## config.mk

```make
export PLATFORM = sky130hd
export DESIGN_NAME = sdram_command_decode_mpr
export DESIGN_NICKNAME = d
export VERILOG_FILES = /design/src/scd_pkg.sv /design/src/scd_decode.sv /design/src/scd_latency.sv /design/src/sdram_command_decode_mpr.sv
export SDC_FILE = /design/constraint.sdc
export NUM_CORES = 1
export LEC_CHECK = 0
export BUFFER_PORTS_ARGS = -buffer_cell sky130_fd_sc_hd__buf_2
export CORE_MARGIN = 1.5
export CORE_UTILIZATION = 39
export CTS_BUF_LIST = sky130_fd_sc_hd__clkbuf_2 sky130_fd_sc_hd__clkbuf_4 sky130_fd_sc_hd__clkbuf_8
export DETAILED_ROUTE_END_ITERATION = 16
export SETUP_SLACK_MARGIN = 0.4
export SKIP_LAST_GASP = 1
export SLEW_MARGIN = 20
export SYNTH_ARGS = -nofsm -noshare
export SYNTH_HDL_FRONTEND = slang
export SYNTH_HIERARCHICAL = 1
export SYNTH_SLANG_ARGS = --single-unit
```

## constraint.sdc

```tcl
create_clock -name mclk -period 6.85 [get_ports mclk]
set_input_delay 1.37 -clock mclk [delete_from_list [all_inputs] [get_ports mclk]]
set_output_delay 1.37 -clock mclk [all_outputs]
set_load 0.1 [all_outputs]
```

## src/scd_pkg.sv

```systemverilog
// shared constants and types for the sdram command decoder
package scd_pkg;

  // ****************************************
  // widths
  // ****************************************
  localparam int ADDR_W   = 14;
  localparam int BANK_W   = 3;
  localparam int LANE_W   = 8;
  localparam int BEATS    = 8;
  localparam int LAT_W    = 5;

  // ****************************************
  // mode register select and field positions
  // ****************************************
  localparam logic [2:0] MR_ZERO_SEL  = 3'h0;
  localparam logic [2:0] MR_THREE_SEL = 3'h3;
  localparam int MR3_READOUT_BIT = 2;
  localparam int MR3_LOC_LO      = 0;
  localparam int MR0_BL_LO       = 0;
  localparam int AUTOCLOSE_BIT   = 10;
  localparam int CHOP_BIT        = 12;
  localparam int NIBBLE_BIT      = 2;

  // ****************************************
  // burst length codes of mode_reg_zero
  // ****************************************
  localparam logic [1:0] BL_FIXED8 = 2'h0;
  localparam logic [1:0] BL_OTF    = 2'h1;
  localparam logic [1:0] BL_FIXED4 = 2'h2;

  // ****************************************
  // readout patterns and reset values
  // ****************************************
  localparam logic [7:0] PATTERN_CAL = 8'haa;
  localparam logic [7:0] PATTERN_RSV = 8'h00;
  localparam logic [1:0] LOC_CAL     = 2'h0;
  localparam logic [1:0] MR0_BL_RST  = 2'h0;

  // ****************************************
  // decoded commands
  // ****************************************
  typedef enum logic [3:0] {
    CMD_DESELECT  = 4'h0,
    CMD_NOP       = 4'h1,
    CMD_MODE_SET  = 4'h2,
    CMD_REFRESH   = 4'h3,
    CMD_SELFREF   = 4'h4,
    CMD_PRECHARGE = 4'h5,
    CMD_CLOSE_ALL = 4'h6,
    CMD_OPEN_ROW  = 4'h7,
    CMD_WRITE     = 4'h8,
    CMD_READ      = 4'h9,
    CMD_ZQ_LONG   = 4'ha,
    CMD_ZQ_SHORT  = 4'hb,
    CMD_POWERDOWN = 4'hc,
    CMD_ILLEGAL   = 4'hd
  } scd_cmd_t;

endpackage : scd_pkg

```

## src/scd_decode.sv

```systemverilog
// combinational command truth-table decoder
`timescale 1ns/1ps
module scd_decode
  import scd_pkg::*;
(
  input  wire logic csN,
  input  wire logic rasN,
  input  wire logic casN,
  input  wire logic weN,
  input  wire logic ckePrev,
  input  wire logic cke,
  input  wire logic autoclose,
  output scd_cmd_t  cmd
);

  // ****************************************
  // truth table
  // ****************************************
  always_comb begin
    cmd = CMD_ILLEGAL;
    if (csN) begin
      cmd = (ckePrev && !cke) ? CMD_POWERDOWN : CMD_DESELECT;
    end else if (ckePrev && !cke) begin
      if (!rasN && !casN && weN) begin
        cmd = CMD_SELFREF;
      end else if (rasN && casN && weN) begin
        cmd = CMD_POWERDOWN;
      end
    end else if (!ckePrev) begin
      cmd = CMD_NOP;
    end else begin
      unique case ({rasN, casN, weN})
        3'b000: cmd = CMD_MODE_SET;
        3'b001: cmd = CMD_REFRESH;
        3'b010: cmd = autoclose ? CMD_CLOSE_ALL : CMD_PRECHARGE;
        3'b011: cmd = CMD_OPEN_ROW;
        3'b100: cmd = CMD_WRITE;
        3'b101: cmd = CMD_READ;
        3'b110: cmd = autoclose ? CMD_ZQ_LONG : CMD_ZQ_SHORT;
        3'b111: cmd = CMD_NOP;
        default: cmd = CMD_ILLEGAL;
      endcase
    end
  end

endmodule : scd_decode

```

## src/scd_latency.sv

```systemverilog
// fixed-depth delay line that holds a read burst request until read latency
`timescale 1ns/1ps
module scd_latency
  import scd_pkg::*;
(
  input  wire logic             mclk,
  input  wire logic             reset,
  input  wire logic [LAT_W-1:0] latency,
  input  wire logic             inValid,
  input  wire logic [10:0]      inWord,
  output logic                  outValid,
  output logic [10:0]           outWord
);

  localparam int DEPTH = 1 << LAT_W;

  logic [DEPTH-1:0] validPipe;
  logic [10:0]      wordPipe [DEPTH];

  // same path for pattern and array reads, so latency matches
  always_ff @(posedge mclk) begin
    if (reset) begin
      validPipe <= '0;
    end else begin
      validPipe <= {validPipe[DEPTH-2:0], inValid};
    end
  end

  // head stage picked at elaboration, so no stage ever indexes below zero
  genvar g;
  generate
    for (g = 0; g < DEPTH; g++) begin : gStage
      if (g == 0) begin : gHead
        always_ff @(posedge mclk) begin
          wordPipe[g] <= inWord;
        end
      end else begin : gBody
        always_ff @(posedge mclk) begin
          wordPipe[g] <= wordPipe[g-1];
        end
      end
    end
  endgenerate

  always_ff @(posedge mclk) begin
    if (reset) begin
      outValid <= 1'b0;
      outWord  <= '0;
    end else begin
      outValid <= validPipe[latency];
      outWord  <= wordPipe[latency];
    end
  end

endmodule : scd_latency

```

## src/sdram_command_decode_mpr.sv

```systemverilog
// command decoder and pattern readout engine of a ddr sdram
`timescale 1ns/1ps
// What this block and its controller do
// mode set to mode_reg_three with bit two high enables pattern readout
// controller idles all banks before enabling pattern readout
// in readout mode every read returns readout data, not array data
// controller issues only reads until readout mode is cleared
// read_with_autoclose acts as a plain read in readout mode
// controller avoids power-down, self-refresh and other commands in readout mode
// reset still clears the device while readout mode is on
// bit two low ignores location bits; accesses go to array
// four-bit part: lane zero carries data, lanes one to three copy it
// eight-bit part: lane zero per byte carries data, others copy it
// controller drives column bits one and zero low on pattern reads
// eight-beat pattern reads return beats zero through seven
// chopped reads: address bit two picks low or high nibble
// bank and other column bits are ignored in pattern reads
// chop_select_bit picks burst length only when on-the-fly enabled
// pattern reads keep ordinary read latency and timing
// controller reads pattern only after delay-locked loop locks
// beat zero is pattern lsb, beat seven its msb
// location code zero gives alternating zero-one; others reserved, same order
// write decode: cs low, ras high, cas low, we low; a10, a12 options
// read decode: cs low, ras high, cas low, we high; a10, a12 options
// precharge and open_row decode; a10 selects close_all_banks
// zq calibration decode; a10 high long, low short
// mode set, refresh, self-refresh, power-down, nop and deselect decode
// command pins sampled on every rising clock edge
// controller enters self-refresh only with all banks idle
module sdram_command_decode_mpr
  import scd_pkg::*;
(
  input  wire logic              mclk,
  input  wire logic              reset,
  input  wire logic              csN,
  input  wire logic              rasN,
  input  wire logic              casN,
  input  wire logic              weN,
  input  wire logic              cke,
  input  wire logic [BANK_W-1:0] bank,
  input  wire logic [ADDR_W-1:0] addr,
  input  wire logic              narrowPart,
  input  wire logic              copyLanes,
  input  wire logic [LAT_W-1:0]  readLatency,
  input  wire logic [LANE_W-1:0] arrayData,
  output scd_cmd_t               command,
  output logic                   commandValid,
  output logic                   readoutEnabled,
  output logic [1:0]             readoutLocationCode,
  output logic                   arrayRead,
  output logic                   arrayWrite,
  output logic                   autocloseRequest,
  output logic                   chopRequest,
  output logic [LANE_W-1:0]      dqOut,
  output logic                   dqOutEn
);

  // ****************************************
  // command sampling
  // ****************************************
  logic     ckePrev;
  scd_cmd_t decoded;
  logic     chopThis;
  logic [1:0] mr0Burst;

  scd_decode uDecode (
    .csN       (csN),
    .rasN      (rasN),
    .casN      (casN),
    .weN       (weN),
    .ckePrev   (ckePrev),
    .cke       (cke),
    .autoclose (addr[AUTOCLOSE_BIT]),
    .cmd       (decoded)
  );

  always_ff @(posedge mclk) begin
    if (reset) begin
      ckePrev <= 1'b1;
    end else begin
      ckePrev <= cke;
    end
  end

  function automatic logic chop_of(input logic [1:0] bl, input logic a12);
    unique case (bl)
      BL_OTF:    chop_of = !a12;
      BL_FIXED4: chop_of = 1'b1;
      default:   chop_of = 1'b0;
    endcase
  endfunction : chop_of

  assign chopThis = chop_of(mr0Burst, addr[CHOP_BIT]);

  // ****************************************
  // mode registers
  // ****************************************
  always_ff @(posedge mclk) begin
    if (reset) begin
      readoutEnabled      <= 1'b0;
      readoutLocationCode <= LOC_CAL;
      mr0Burst            <= MR0_BL_RST;
    end else if (decoded == CMD_MODE_SET) begin
      if (bank == MR_THREE_SEL) begin
        readoutEnabled      <= addr[MR3_READOUT_BIT];
        readoutLocationCode <= addr[MR3_LOC_LO +: 2];
      end else if (bank == MR_ZERO_SEL) begin
        mr0Burst <= addr[MR0_BL_LO +: 2];
      end
    end
  end

  // ****************************************
  // command outputs
  // ****************************************
  logic isRead;
  logic isWrite;
  assign isRead  = decoded == CMD_READ;
  assign isWrite = decoded == CMD_WRITE;

  always_ff @(posedge mclk) begin
    if (reset) begin
      command          <= CMD_DESELECT;
      commandValid     <= 1'b0;
      arrayRead        <= 1'b0;
      arrayWrite       <= 1'b0;
      autocloseRequest <= 1'b0;
      chopRequest      <= 1'b0;
    end else begin
      command      <= decoded;
      commandValid <= decoded != CMD_DESELECT && decoded != CMD_NOP;
      arrayRead    <= isRead && !readoutEnabled;
      arrayWrite   <= isWrite && !readoutEnabled;
      // no auto close in readout mode
      autocloseRequest <= (isRead || isWrite) && addr[AUTOCLOSE_BIT]
                          && !readoutEnabled;
      chopRequest  <= (isRead || isWrite) && chopThis;
    end
  end

  // ****************************************
  // read burst launch, through shared latency line
  // ****************************************
  logic        launchValid;
  logic [10:0] launchWord;
  logic        burstValid;
  logic [10:0] burstWord;

  // word: pattern(8) readout(1) chop(1) nibble(1); bank and other bits unused
  assign launchValid = isRead;
  assign launchWord  = {(readoutLocationCode == LOC_CAL) ? PATTERN_CAL : PATTERN_RSV,
                        readoutEnabled, chopThis, addr[NIBBLE_BIT]};

  scd_latency uLatency (
    .mclk     (mclk),
    .reset    (reset),
    .latency  (readLatency),
    .inValid  (launchValid),
    .inWord   (launchWord),
    .outValid (burstValid),
    .outWord  (burstWord)
  );

  // ****************************************
  // beat serialiser
  // ****************************************
  typedef enum logic [1:0] {
    ST_IDLE  = 2'b01,
    ST_BURST = 2'b10
  } scd_state_t;

  scd_state_t  state;
  logic [2:0]  beat;
  logic [2:0]  lastBeat;
  logic [7:0]  pattern;
  logic        fromReadout;

  always_ff @(posedge mclk) begin
    if (reset) begin
      state       <= ST_IDLE;
      beat        <= 3'h0;
      lastBeat    <= 3'h0;
      pattern     <= 8'h00;
      fromReadout <= 1'b0;
    end else begin
      unique case (state)
        ST_IDLE: begin
          if (burstValid) begin
            state       <= ST_BURST;
            pattern     <= burstWord[10:3];
            fromReadout <= burstWord[2];
            // chop: nibble bit picks beats 4..7 else 0..3
            beat        <= (burstWord[1] && burstWord[0]) ? 3'h4 : 3'h0;
            lastBeat    <= burstWord[1] ? (burstWord[0] ? 3'h7 : 3'h3) : 3'h7;
          end
        end
        ST_BURST: begin
          if (beat == lastBeat) begin
            state <= ST_IDLE;
          end else begin
            beat <= beat + 3'h1;
          end
        end
        default: state <= ST_IDLE;
      endcase
    end
  end

  // ****************************************
  // lane drive
  // ****************************************
  logic bitNow;
  assign bitNow = pattern[beat];

  always_ff @(posedge mclk) begin
    if (reset) begin
      dqOut   <= '0;
      dqOutEn <= 1'b0;
    end else begin
      dqOutEn <= state == ST_BURST;
      if (state != ST_BURST) begin
        dqOut <= '0;
      end else if (!fromReadout) begin
        dqOut <= arrayData;
      end else begin
        dqOut    <= {LANE_W{copyLanes & bitNow}};
        dqOut[0] <= bitNow;
        if (narrowPart) begin
          dqOut[LANE_W-1:4] <= '0;
        end
      end
    end
  end
endmodule : sdram_command_decode_mpr

```

# Word level (Yosys, flattened, before mapping)

Memory sizes are Yosys's and may differ from the RTL's. A register that Yosys moved wholly into a read port is not among the register bits.
Cells that the tools add are included.

Bits in registers: 74
RAM bits: 352
Input bits: 39
Output and inout bits: 21
Memories kept: 1

Memories:

| name              | words | bits a word | read ports | clocked after memory_dff | write ports | RTL line          | text |
|---|---|---|---|---|---|---|---|
| uLatency.wordPipe | 32    | 11          | 32         | 1                        | 32          | scd_latency.sv:18 | `logic [10:0] wordPipe [DEPTH];` |

$add $sub $neg: 1
Magnitude comparators: 2
Equal/unequal tests: 21
Muxes and demuxes: 26
Bitwise logic cells: 2
Reduce and logical (&&, ||, !) cells: 29

Operators with widths:

| operator             | number |
|---|---|
| $pmux W4 S8          | 1 |
| $mux W4              | 6 |
| $mux W8              | 2 |
| $mux W3              | 5 |
| $eq A3 B3 Y1 const B | 4 |
| $logic_and A1 B1 Y1  | 12 |
| $eq A3 B2 Y1 const B | 3 |
| $eq A4 B4 Y1 const B | 2 |
| $logic_not A3 Y1     | 2 |
| $lt A5 B6 Y1 const B | 1 |
| $mux W2              | 3 |
| $ne A2 B2 Y1 const B | 3 |
| $pmux W3 S2          | 1 |
| $reduce_and A2 Y1    | 3 |
| $reduce_and A3 Y1    | 2 |
| $bmux W1 S5          | 1 |
| $logic_not A1 Y1     | 5 |
| $eq A2 B1 Y1 const B | 2 |
| $eq A2 B2 Y1 const B | 2 |
| $eq A4 B2 Y1 const B | 1 |
| $lt A3 B4 Y1 const B | 1 |
| $mux W1              | 4 |
| $ne A4 B1 Y1 const B | 1 |
| $pmux W2 S2          | 1 |
| other kinds (13)     | 13 |

# Longest topological paths before layout

Gate-level depths: netlist of the first run.

Word-level depth: 10
Mapped depth: 9

# Cells and area by module

Netlist of the first run, hierarchy kept.

By module, submodules not included:

| module                   | times used | cells each | area each (µm²) |
|---|---|---|---|
| scd_latency              | 1          | 672        | 11436.0 |
| sdram_command_decode_mpr | 1          | 162        | 1525.2 |
| scd_decode               | 1          | 17         | 107.6 |

# Worst setup path before layout of the first run

Ideal clock, no wire load.

Path type: input port to flip-flop
Start: in weN
End: reg mr0Burst[0]
Data arrival time: 3295 ps
Data required time: 6722 ps
Slack: 3428 ps
Stages: 6
Cells stage by stage: nand2b_1 a2111oi_1 or4b_4 or4_4 mux2i_1 nor2_1

Longest elaborated chain between the ends: 7
Elaborated cells on any way between the ends: 18

RTL lines:

| what                                       | RTL line                        | text |
|---|---|---|
| start, declared                            | sdram_command_decode_mpr.sv:38  | `input wire logic weN,` |
| $eq A3 B3 Y1, or another cell as far along | scd_decode.sv:32                | `unique case ({rasN, casN, weN})` |
| $pmux W4 S8 *                              | scd_decode.sv:32                |  |
| $mux W4 *                                  | scd_decode.sv:29                | `end else if (!ckePrev) begin` |
| $mux W4 *                                  | scd_decode.sv:23                | `end else if (ckePrev && !cke) begin` |
| $mux W4 *                                  | scd_decode.sv:21                | `if (csN) begin` |
| named net decoded[1]                       | sdram_command_decode_mpr.sv:62  | `scd_cmd_t decoded;` |
| $eq A4 B2 Y1 *                             | sdram_command_decode_mpr.sv:103 | `end else if (decoded == CMD_MODE_SET) begin` |
| $reduce_and A3 Y1 (no line) *              | -                               |  |
| end signal, assigned                       | sdram_command_decode_mpr.sv:108 | `mr0Burst <= addr[MR0_BL_LO +: 2];` |
| end, declared                              | sdram_command_decode_mpr.sv:64  | `logic [1:0] mr0Burst;` |

The timed path passes the listed nets; every way through them passes the cells marked *.
A chain may end at the register's enable or synchronous reset.

# Worst setup path after layout of the first run

Start: in weN
End: reg mr0Burst[1]

Same word-level chain as after synthesis.

==> results of run 1 <==
-- worst max-delay path by stage --
stage	slack (ps)	end	cells past startpoint	from
finish	3520	mr0Burst[1]$_SDFFE_PP0P_	8	weN
global route	3290	mr0Burst[1]$_SDFFE_PP0P_	8	weN
CTS	3520	uLatency/outWord[5]$_SDFF_PP0_	6	readLatency[0]
detailed placement	2920	uLatency/outWord[5]$_SDFF_PP0_	6	readLatency[0]
global placement	2920	uLatency/outWord[5]$_SDFF_PP0_	6	readLatency[0]
floorplan	3430	mr0Burst[0]$_SDFFE_PP0P_	6	weN
-- layer usage --
| layer | wire [µm] | vias to the layer above |
|---|---|---|
| met2 | 10400 | 113 |
| met5 | 0 | - |
| li1 | - | 3262 |
| met4 | 317 | 0 |
| met3 | 1038 | 38 |
| met1 | 10370 | 3369 |
-- cell usage in the layout, fill, tap and decap left out, drive strengths merged, types with 4 or more instances in the layout --
| cell | count |
|---|---|
| clkinvlp | 4 |
| a221oi | 10 |
| o21ai | 13 |
| a22oi | 12 |
| mux2i | 54 |
| inv | 8 |
| nor2 | 16 |
| a221o | 12 |
| mux4 | 86 |
| dfxtp | 436 |
| nand2b | 5 |
| clkinv | 5 |
| a31oi | 13 |
| nor3 | 9 |
| conb | 4 |
| nor2b | 38 |
| a21oi | 15 |
| clkbuf | 97 |
| buf | 54 |
| nand2 | 39 |
-- critical path: cells and delay by family --
kind	cells	cell delay, ps
buffers and inverters	1	120
and+or+nand+nor	5	1290
muxes	1	170
AOI/OAI and AO/OA	1	800
-- cells by family (layout without fill, tap and decap cells) --
logic type | Yosys count | count (layout) | synth area share [%]
buffers and inverters | 52 | 169 | 3.083
multiplexers | 142 | 142 | 19.44
other | 1 | 4 | 0.02869
flip-flops | 436 | 436 | 66.79
XOR/XNOR | 2 | 2 | 0.1341
AND/OR/NAND/NOR | 130 | 130 | 5.400
adder cells (fa/ha/maj) | 3 | 3 | 0.2872
AO/OA/AOI/OAI | 85 | 85 | 4.835
-- registers in the layout (all words and copies together), names as in the netlist, 2 cells and up --
| name | count |
|---|---|
| uLatency/wordPipe | 352 |
| lastBeat | 2 |
| command | 4 |
| beat | 3 |
| uLatency/validPipe | 32 |
| state | 2 |
| dqOut | 8 |
| uLatency/outWord | 11 |
| mr0Burst | 2 |
| readoutLocationCode | 2 |
| pattern | 8 |
-- power groups by stage --
stage | clock (mW) | sequential [mW] | combinational, mW
after CTS | 2.19 | 2.63 | 0.208
after floorplan | 0 | 2.70 | 0.151
after global placement | 0 | 2.69 | 0.207
after global routing | 2.30 | 2.64 | 0.221
after detailed placement | 0 | 2.69 | 0.207
final | 2.12 | 2.63 | 0.204
-- layout make-up --
type	instances	area, µm²	share of cell area [%]
inverter	6	22.52	0.1514
sequential	436	8728	58.66
multi-input combinational	366	3949	26.54
clock inverter	12	102.6	0.6895
clock buffer	97	1235	8.300
timing repair buffer	54	289.0	1.942
tap	442	553.0	3.717
-- stage by stage --
step	util, %	cells	setup slack, ps	hold WS (ps)
floorplan	-	854	3428	322.9
global placement	41.31	1304	2920	324.8
detailed placement	41.31	1304	2922	329.8
CTS	45.39	1413	3518	328.1
global route	45.39	1413	3292	333.4
finish	45.39	1413	3525	330.3
==> run summary, run 1 <==
The endpoint identified for the worst register-to-register timing path is mr0Burst[1]$_SDFFE_PP0P_. Among all flip-flop cells after synthesis, the most frequent one is sky130_fd_sc_hd__dfxtp_1. The number of sinks handled by clock tree synthesis is 436. The areal power density over the cells is 333.2 nW/µm².

The global-route met3 utilization came out at 3.541%. After detailed routing, the number of vias per cell comes to 4.800. sky130_fd_sc_hd__dfxtp_1 takes more of the synthesized area than any other cell.

After legalization and detailed placement, the total HPWL measured 12.86 mm. The TritonCTS buffer count is 67. Counting instances, the worst hold path has a depth of 0. The sequential-to-total area share from yosys stat came out at 66.79%. The number of flops mapped to enable cells by yosys came out at 0. Once the clock tree was built, the resizer swapped 0 gates to a different size. The launch instance of the worst register-to-register path is ckePrev$_SDFF_PP1_. The wire length of the first global-routing pass is 35.93 mm. In this run the tightest slew margin relative to its limit is 30.33%. On the critical path, the stage with the largest delay is an instance of sky130_fd_sc_hd__a2111oi_1. The critical path goes through buf_2 > nand2b_1 > nor3_1 > a2111oi_1 > or4b_4 > or4_4 > mux2i_1 > nor2_1. For this block, the initial DRC count from the detailed router was 269. The maximum clock frequency is 0.3007 GHz. The post-cts hold buffer count came out at 0.

For this run, global-route usage on met1 was measured as 17.49%. The number of antenna violations at the first check in global routing was 0. The remaining antenna violation count came out at 0. The number of endpoints failing setup at the final stage came out at 0.

The height of the chip came out at 186.1 µm. The diode insertion count for antenna repair is 0. The path with the worst hold slack has its endpoint at uLatency/wordPipe[25][10]$_DFF_P_. The number of global-route vias before repair came out at 6,995.

The tree is rooted in a sky130_fd_sc_hd__clkbuf_8. The worst register-to-register path has a depth of 6. After routing the design area is 14,880 µm². Synthesis produced 851 cells. The post-synthesis register bit count is 436. Among all cell types in the netlist, the one instantiated most often is sky130_fd_sc_hd__dfxtp_1.

For flop-to-flop paths, the worst setup slack is 4280 ps. The clock network power share is 42.8%. The worst path needs 3325 ps of the cycle, external delays included.

Combinational logic burns 4.1% of the power. The mapped netlist covers 13,070 µm². The clock tree skew after final layout is 20.06 ps. The post-CTS setup buffer count came out at 0. Setup repair after global routing left no endpoint under its margin. After the last flow step, the layout net total stands at 973. The peak supply drop is 0.2096 mV. The analysis attributes to cell leakage a power of 5.853 nW. The delay of the slowest critical-path stage is 800 ps. The core area is 32,780 µm². Yosys attributes the largest share of cell area to sky130_fd_sc_hd__dfxtp_1 67%, sky130_fd_sc_hd__mux4_2 13%, sky130_fd_sc_hd__mux2i_1 4.1%. The final routed DRC violation total is 0. The largest net degree at the start of global routing is 74.

The met2 usage in global routing came out at 20.75%. The total die area came out at 34,620 µm². The count of pins over their slew limit is 0. The total overflow left after global routing is 0.

The overall power of the completed layout came out at 4.957 mW. For the pin with the worst max-slew slack, the measured transition is 1045 ps. The share of the synthesized area in the top cell type is 66.79%. The kind of launch point of the worst setup path is a primary input. The layer flagged by global routing as most heavily used is met2. The number of iterations in the first detailed-routing pass came out at 5.

After detailed routing, the total wire length is 22.14 mm. The count of buffers added on input and output ports is 50. The data arrival time of the critical path is 3740 ps. Counting instances in the post-synthesis netlist gives the leading cell types as 436 x sky130_fd_sc_hd__dfxtp_1, 75 x sky130_fd_sc_hd__mux4_2, 54 x sky130_fd_sc_hd__mux2i_1.

STA classifies the critical path endpoint as a flop. The flow ran to the end, and the final reports show no timing, DRC or antenna violations. Sequential cells account for 53.1% of the total power. The I/O pin total came out at 60. The initial cell density of the core is 39.86%.

The internal power of the cells totals 3.883 mW. A synthesized cell averages 15.36 µm². TritonCTS built the clock tree. The count of final hold-check violations came out at 0.

The switching share of total power is 21.66%. The fill cell total of the finished layout came out at 2,931. The cell area reported after detailed placement is 13,540 µm².

In this run the horizontal extent of the chip is 186.1 µm. The fraction of the cycle the final worst path needs is 48.55%. The highest fanout seen on the critical path came out at 5.

The data required time at the worst endpoint is 7270 ps. The startpoint identified for the worst hold timing path is uLatency/wordPipe[24][10]$_DFF_P_. The count of maximum capacitance violations is 0. The deepest level of the CTS H-tree is 3. The clock-pin slew reported for the worst setup and hold paths after clock tree synthesis is 60 ps. The count of warnings emitted by yosys is 6. The worst-case clock buffer depth came out at 3.

The insertion delay to the later sink of the worst-skew pair is 560 ps. The mean routed wirelength per cell came out at 15.67 µm. The final weighted congestion in routability-driven placement came out at 0.7162. The post-route netlist has 26.06% of its cells at a drive strength greater than 1. The total global routing track utilization is 13.20%. The placement row count came out at 66. The category of the critical setup timing path is in -> reg. The distinct cell type count of the synthesized netlist is 56. The total negative setup slack came out at 0 ps. For this design the total switching power over the nets is 1.074 mW.

The fraction of registers with async set/reset is 0%. The synthesis-to-layout area growth came out at 13.85%. The worst min-delay path category is reg -> reg. The via count of the routed design came out at 6,782.
Power figures use the tool's default switching activity.
==> run 2: changes to the inputs <==
Clock period 6.85 ns to 3 ns, I/O delays scaled along.
==> run summary, run 2 (synthesis gave the netlist of run 1 again) <==
The run finished with clean final reports. The fraction of the cycle the final worst path needs is 69.54%. The routed wire length on met3 is 817 µm (-21%).

The via count normalized by instance count came to 4.724 (-1.6%). The height of the chip came to 186.1 µm (unchanged). The count of pins over their slew limit came out at 0 (unchanged). The length of routed wiring on met1 is 10.94 mm (+5.4%). The horizontal extent of the die is 186.1 µm (unchanged).

The number of iterations in the first detailed-routing pass came out at 4 (-1). The worst setup path is captured at a flop. The initial cell density of the core was 39.86% (unchanged). The mean routed wirelength per cell came out at 15.74 µm (+0.49%).

The I/O pin total came out at 60 (unchanged). The fill cell total of the finished layout came out at 2,967 (+1.2%). The category of the critical setup timing path is reg -> reg. The TritonCTS buffer count came out at 67 (unchanged). The post-cts hold buffer count is 0 (unchanged).

The final routed DRC violation total came to 0 (unchanged). The diode insertion count for antenna repair came out at 0 (unchanged). The deepest level of the CTS H-tree is 3 (unchanged).

The number of antenna violations at the first check in global routing is 0 (unchanged). The worst setup path is launched from a flop. The largest net degree at the start of global routing came to 60 (-19%).

The half-perimeter wire length of the detailed placement result came out at 13.93 mm (+8.4%). The core area is 32,780 µm² (unchanged). The post-layout instance count excluding filler cells is 1,428 (+1.1%). The count of input and output buffers came out at 50 (unchanged). The uppermost metal layer occupied by signal nets is met4. The fraction of layout cells with a size suffix above 1 is 27.28% (+1.2 points). The number of endpoints failing setup at the final stage came out at 0 (unchanged). The clock tree skew after final layout came out at 22.70 ps (+2.638 ps). In the layout the commonest cells are 436 x sky130_fd_sc_hd__dfxtp_1, 78 x sky130_fd_sc_hd__clkbuf_8, 75 x sky130_fd_sc_hd__mux4_2. uLatency/wordPipe holds more flip-flops than any other register. The insertion delay to the later sink of the worst-skew pair came out at 570 ps (about the same).

The total die area came out at 34,620 µm² (unchanged). The data arrival time of the critical path is 2530 ps (-1210 ps). The total global routing track utilization is 13.54% (+0.34 points). Setup repair after global routing left no endpoint under its margin. The remaining antenna violation count came out at 0 (unchanged). The leftover overflow at the end of global routing came out at 0 (unchanged).

The worst-case clock buffer depth is 3 (unchanged). The final weighted congestion in routability-driven placement is 0.7081 (-1.1%). The via count of the routed design is 6,746 (-0.53%). The number of placed instances with taps included came out at 1,319 (+1.2%).

The post-CTS setup buffer count came out at 0 (unchanged). The maximum clock frequency is 0.4794 GHz. Leaving out fill and tap cells, the most frequent cell in the layout is sky130_fd_sc_hd__dfxtp_1.

The highest fanout seen on the critical path came to 3 (-2). The number of sinks handled by clock tree synthesis came to 436 (unchanged). The tree is rooted in a sky130_fd_sc_hd__clkbuf_8. The worst min-delay path category is in -> reg. The data required time at the worst endpoint is 3450 ps (-3820 ps). The post-route minimum period is 2086 ps. The share of the core filled with cells came out at 45.84% (+0.45 points). The count of cells resized by post-cts repair came out at 0 (unchanged). The placement row count came to 66 (unchanged).

The largest registers in the layout are uLatency/wordPipe x352, uLatency/validPipe x32, uLatency/outWord x11. The count of maximum capacitance violations came out at 0 (unchanged). The wire length of the first global-routing pass was 36.54 mm (+1.7%).

The total length of routed wires is 22.48 mm (+1.6%). The number of global-route vias before repair was 7,038 (+0.61%). TritonCTS built the clock tree. The flip-flop count of the largest register after layout is 352 (unchanged). The total number of nets in the final design came to 988 (+1.5%). The DRC violation total after the first TritonRoute iteration was 272 (+1.1%). The slew of the pin with the lowest slew margin came out at 1124 ps (+78.83 ps). The setup slack on the worst flop-to-flop path is 910 ps (-3370 ps). The total negative setup slack was 0 ps (unchanged).

The leakage power figure is 5.935 nW (+1.4%). The peak supply drop came to 0.5088 mV (+140%). The routed wire length on met2 came out at 10.32 mm (-0.86%). The worst-case headroom to the max-slew limit came to 24.80% (-5.5 points). The clock-pin slew reported for the worst setup and hold paths after clock tree synthesis came to 60 ps (about the same). Compared with the post-synthesis result, the final layout area differs by 14.99%. The areal power density over the cells was 748.6 nW/µm² (+120%). The count of final hold-check violations came out at 0 (unchanged).
## run 2: cell count changes in the layout (fill, tap and decap cells not counted), sizes merged
cell	change
clkinv	-4
buf	+15
clkbuf	+5
bufinv	-1
## run 2: through the flow
| stage | power (mW) | cell area (µm²) | hold WS [ps] | setup slack (ps) |
|---|---|---|---|---|
| floorplan | 6.504 | 13090 | 322.9 | 494.4 |
| global placement | 6.632 | 13720 | 325.5 | 367.9 |
| detailed placement | 6.637 | 13720 | 329.6 | 384.6 |
| CTS | 11.40 | 15030 | 126.4 | 904.4 |
| global route | 11.73 | 15030 | 129.7 | 837.8 |
| finish | 11.25 | 15030 | 159.2 | 913.9 |
## run 2: final cells by class
type	count	area, µm²	area share [%]
multi-input cells	366	3954	26.31
flip-flops and latches	436	8728	58.08
inverters	6	22.52	0.1499
clock buffers	102	1254	8.342
repair buffers	69	464.2	3.089
well taps	442	553.0	3.680
clock inverters	7	52.55	0.3497
## run 2: worst max-delay path: stages (launching register included)
cell                        delay, ps
sky130_fd_sc_hd__dfxtp_1          360
sky130_fd_sc_hd__nand2_1          100
sky130_fd_sc_hd__a2111oi_2        310
sky130_fd_sc_hd__or4b_4           530
sky130_fd_sc_hd__or4_4            450
sky130_fd_sc_hd__mux2i_1          160
sky130_fd_sc_hd__nor2_1            50
## run 2: final timing paths
path	cells past startpoint	to	from
worst max register to register	6	mr0Burst[1]$_SDFFE_PP0P_	ckePrev$_SDFF_PP1_
worst min register to register	0	uLatency/wordPipe[16][9]$_DFF_P_	uLatency/wordPipe[15][9]$_DFF_P_
worst min-delay path	1	uLatency/wordPipe[0][0]$_DFF_P_	addr[2]
worst max-delay path	6	mr0Burst[1]$_SDFFE_PP0P_	ckePrev$_SDFF_PP1_
## run 2: where the power goes
| part | switching (mW) | internal [mW] | leakage, nW | total, mW |
|---|---|---|---|---|
| registers | 0.0657 | 5.95 | 3.58 | 6.01 |
| logic | 0.276 | 0.218 | 1.67 | 0.494 |
| clock network | 2.09 | 2.65 | 0.685 | 4.75 |
| total | 2.43 | 8.82 | 5.94 | 11.3 |
## run 2: routing by layer
layer | track usage (%) | vias up
met5 | 0 | -
met4 | 5.548 | 0
met3 | 2.876 | 35
met2 | 21.09 | 100
met1 | 18.35 | 3327
li1 | - | 3284
==> run 3: changes to the inputs <==
Clock period 3 ns to 2.2 ns, I/O delays scaled along.
==> run summary, run 3 (synthesis gave the netlist of run 1 again) <==
The worst-case clock buffer depth is 3 (unchanged). The remaining antenna violation count came out at 0 (unchanged). The count of final hold-check violations came out at 0 (unchanged). The kind of launch point of the worst setup path is a flop.

The number of endpoints failing setup at the final stage is 0 (unchanged). The clock-pin slew reported for the worst setup and hold paths after clock tree synthesis is 60 ps (about the same). The initial cell density of the core came out at 39.86% (unchanged). The fraction of the cycle the final worst path needs came out at 86.22% (+17 points). The total global routing track utilization was 13.95% (+0.41 points).

The worst-case headroom to the max-slew limit was 60.33% (+36 points). The areal power density over the cells came out at 1020 nW/µm² (+36%). The total negative setup slack came out at 0 ps (unchanged). The DRC violation total after the first TritonRoute iteration came out at 277 (+1.8%). The count of maximum capacitance violations is 0 (unchanged). The largest net degree at the start of global routing was 39 (-35%). The peak supply drop is 0.6167 mV (+21%).

The register name with the most flops is uLatency/wordPipe. The insertion delay to the later sink of the worst-skew pair came out at 560 ps (about the same). The clock tree skew after final layout is 22.66 ps (-0.04000 ps). The category of the critical setup timing path is reg -> reg. The post-place setup slack came to -148.3 ps (-533.0 ps). The number of iterations in the first detailed-routing pass is 6 (+2). The count of input and output buffers is 50 (unchanged). The half-perimeter wire length of the detailed placement result came to 14.61 mm (+4.8%).

The horizontal extent of the die is 186.1 µm (unchanged). The cell at the slowest stage of the critical path is sky130_fd_sc_hd__or4b_4. The number of antenna violations at the first check in global routing is 0 (unchanged).

The final routed DRC violation total came out at 0 (unchanged). The TritonCTS buffer count was 69 (+3.0%). The worst hold path belongs to the class in -> reg.

The number of sinks handled by clock tree synthesis is 436 (unchanged). The final weighted congestion in routability-driven placement is 0.7207 (+1.8%). The clock tree from TritonCTS is yes. The fraction of layout cells with a size suffix above 1 is 30.03% (+2.7 points). The worst setup path is captured at a flop. In the layout the commonest cells are 434 x sky130_fd_sc_hd__dfxtp_1, 86 x sky130_fd_sc_hd__clkbuf_8, 75 x sky130_fd_sc_hd__mux4_2. The wire length of the first global-routing pass is 37.58 mm (+2.9%). The hold slack came to 88.34 ps (-70.88 ps).

The total number of nets in the final design came to 1,013 (+2.5%). The count of pins over their slew limit came to 0 (unchanged). The total length of routed wires came out at 22.51 mm (+0.14%).

Walking the worst path, the cells encountered are buf_4 > inv_2 > a21oi_1 > or4b_4 > or4_4 > mux2i_1 > nor2_1. The deepest level of the CTS H-tree is 3 (unchanged). The leakage power figure came out at 6.161 nW (+3.8%). The flip-flop count of the largest register after layout is 352 (unchanged). The diode insertion count for antenna repair was 0 (unchanged). Setup repair after global routing could not meet its margin everywhere. The root buffer cell is sky130_fd_sc_hd__clkbuf_8.

The leftover overflow at the end of global routing is 0 (unchanged). The slew of the pin with the lowest slew margin is 593.3 ps (-530.6 ps). In the final layout, the registers with the most flip-flops are uLatency/wordPipe x352, uLatency/validPipe x32, uLatency/outWord x11. The number of global-route vias before repair came out at 7,295 (+3.7%).

The post-route minimum period is 1897 ps (-189.2 ps). The library cell used most frequently in the layout, excluding fill and tap cells, is sky130_fd_sc_hd__dfxtp_1. The I/O pin total came out at 60 (unchanged). The flow ran to the end, and the final reports show no timing, DRC or antenna violations. The core area was 32,780 µm² (unchanged).

The data arrival time of the critical path was 2330 ps (-200 ps). The via count of the routed design was 6,868 (+1.8%). The maximum clock frequency is 0.5272 GHz (+10%). The post-route cell area is 15,470 µm² (+2.9%). The highest fanout seen on the critical path is 2 (-1).

The placement row count is 66 (unchanged). The overall power of the completed layout is 15.78 mW (+40%). The cell area reported after detailed placement came out at 13,990 µm² (+2.0%). The height of the chip came out at 186.1 µm (unchanged).

The synthesis-to-layout area growth is 18.35%. The mean routed wirelength per cell is 15.41 µm (-2.1%). The total die area is 34,620 µm² (unchanged). The via count normalized by instance count came out at 4.701 (-0.49%). The least setup slack across all paths after layout came out at 303.1 ps (-610.8 ps).

The delay of the slowest critical-path stage came out at 550 ps (+20 ps). The data required time at the worst endpoint was 2630 ps (-820 ps).
[run 3: worst paths after layout]
path                                                        from                                to  slack (ps)  cells after the start
worst max register to register                ckePrev$_SDFF_PP1_          mr0Burst[1]$_SDFFE_PP0P_         300                      7
worst max-delay path                          ckePrev$_SDFF_PP1_          mr0Burst[1]$_SDFFE_PP0P_         300                      7
worst min-delay path                                arrayData[2]               dqOut[2]$_SDFF_PP0_          90                      3
worst min register to register  uLatency/wordPipe[24][6]$_DFF_P_  uLatency/wordPipe[25][6]$_DFF_P_         330                      0
[run 3: cell type report]
type	count	area, µm²
fillers	2894	17320
clock buffers	103	1311
repair buffers	92	749.5
flip-flops and latches	436	8731
well taps	442	553.0
clock inverters	16	118.9
inverters	6	22.52
multi-input cells	366	3981
[run 3: critical path, delay by kind of cell, from the launching register on]
family / cells / cell delay [ps]
flops: 1 / 330
mux: 1 / 160
simple gates: 3 / 1050
buf+inv: 2 / 190
compound gates: 1 / 50
[run 3: where the power goes]
part / leakage, nW / switching (mW) / internal (mW) / total (mW)
combinational: 1.82 / 0.386 / 0.344 / 0.730
clock: 0.755 / 2.92 / 3.93 / 6.85
sequential: 3.59 / 0.0891 / 8.11 / 8.20
[run 3: repair_timing]
item | in CTS | in global routing
hold buffers | 1 | 0
gates resized for setup | 6 | 3
buffers inserted | 2 | 0
pin swaps | 1 | 2
hold endpoints to repair | 1 | 0
setup endpoints to repair | 12 | 7
[run 3: layer usage]
layer | global-route usage [%] | share of wire (%) | vias up
met5 | 0 | 0 | -
li1 | - | - | 3356
met3 | 3.287 | 4.0 | 43
met1 | 19.26 | 49 | 3360
met4 | 6.226 | 2.2 | 0
met2 | 20.84 | 45 | 109
[run 3: per-stage QoR]
step	std cells	util, %
after floorplan	854	-
after global placement	1339	42.68
after detailed placement	1339	42.68
after CTS	1461	47.16
after global routing	1461	47.18
final	1461	47.18
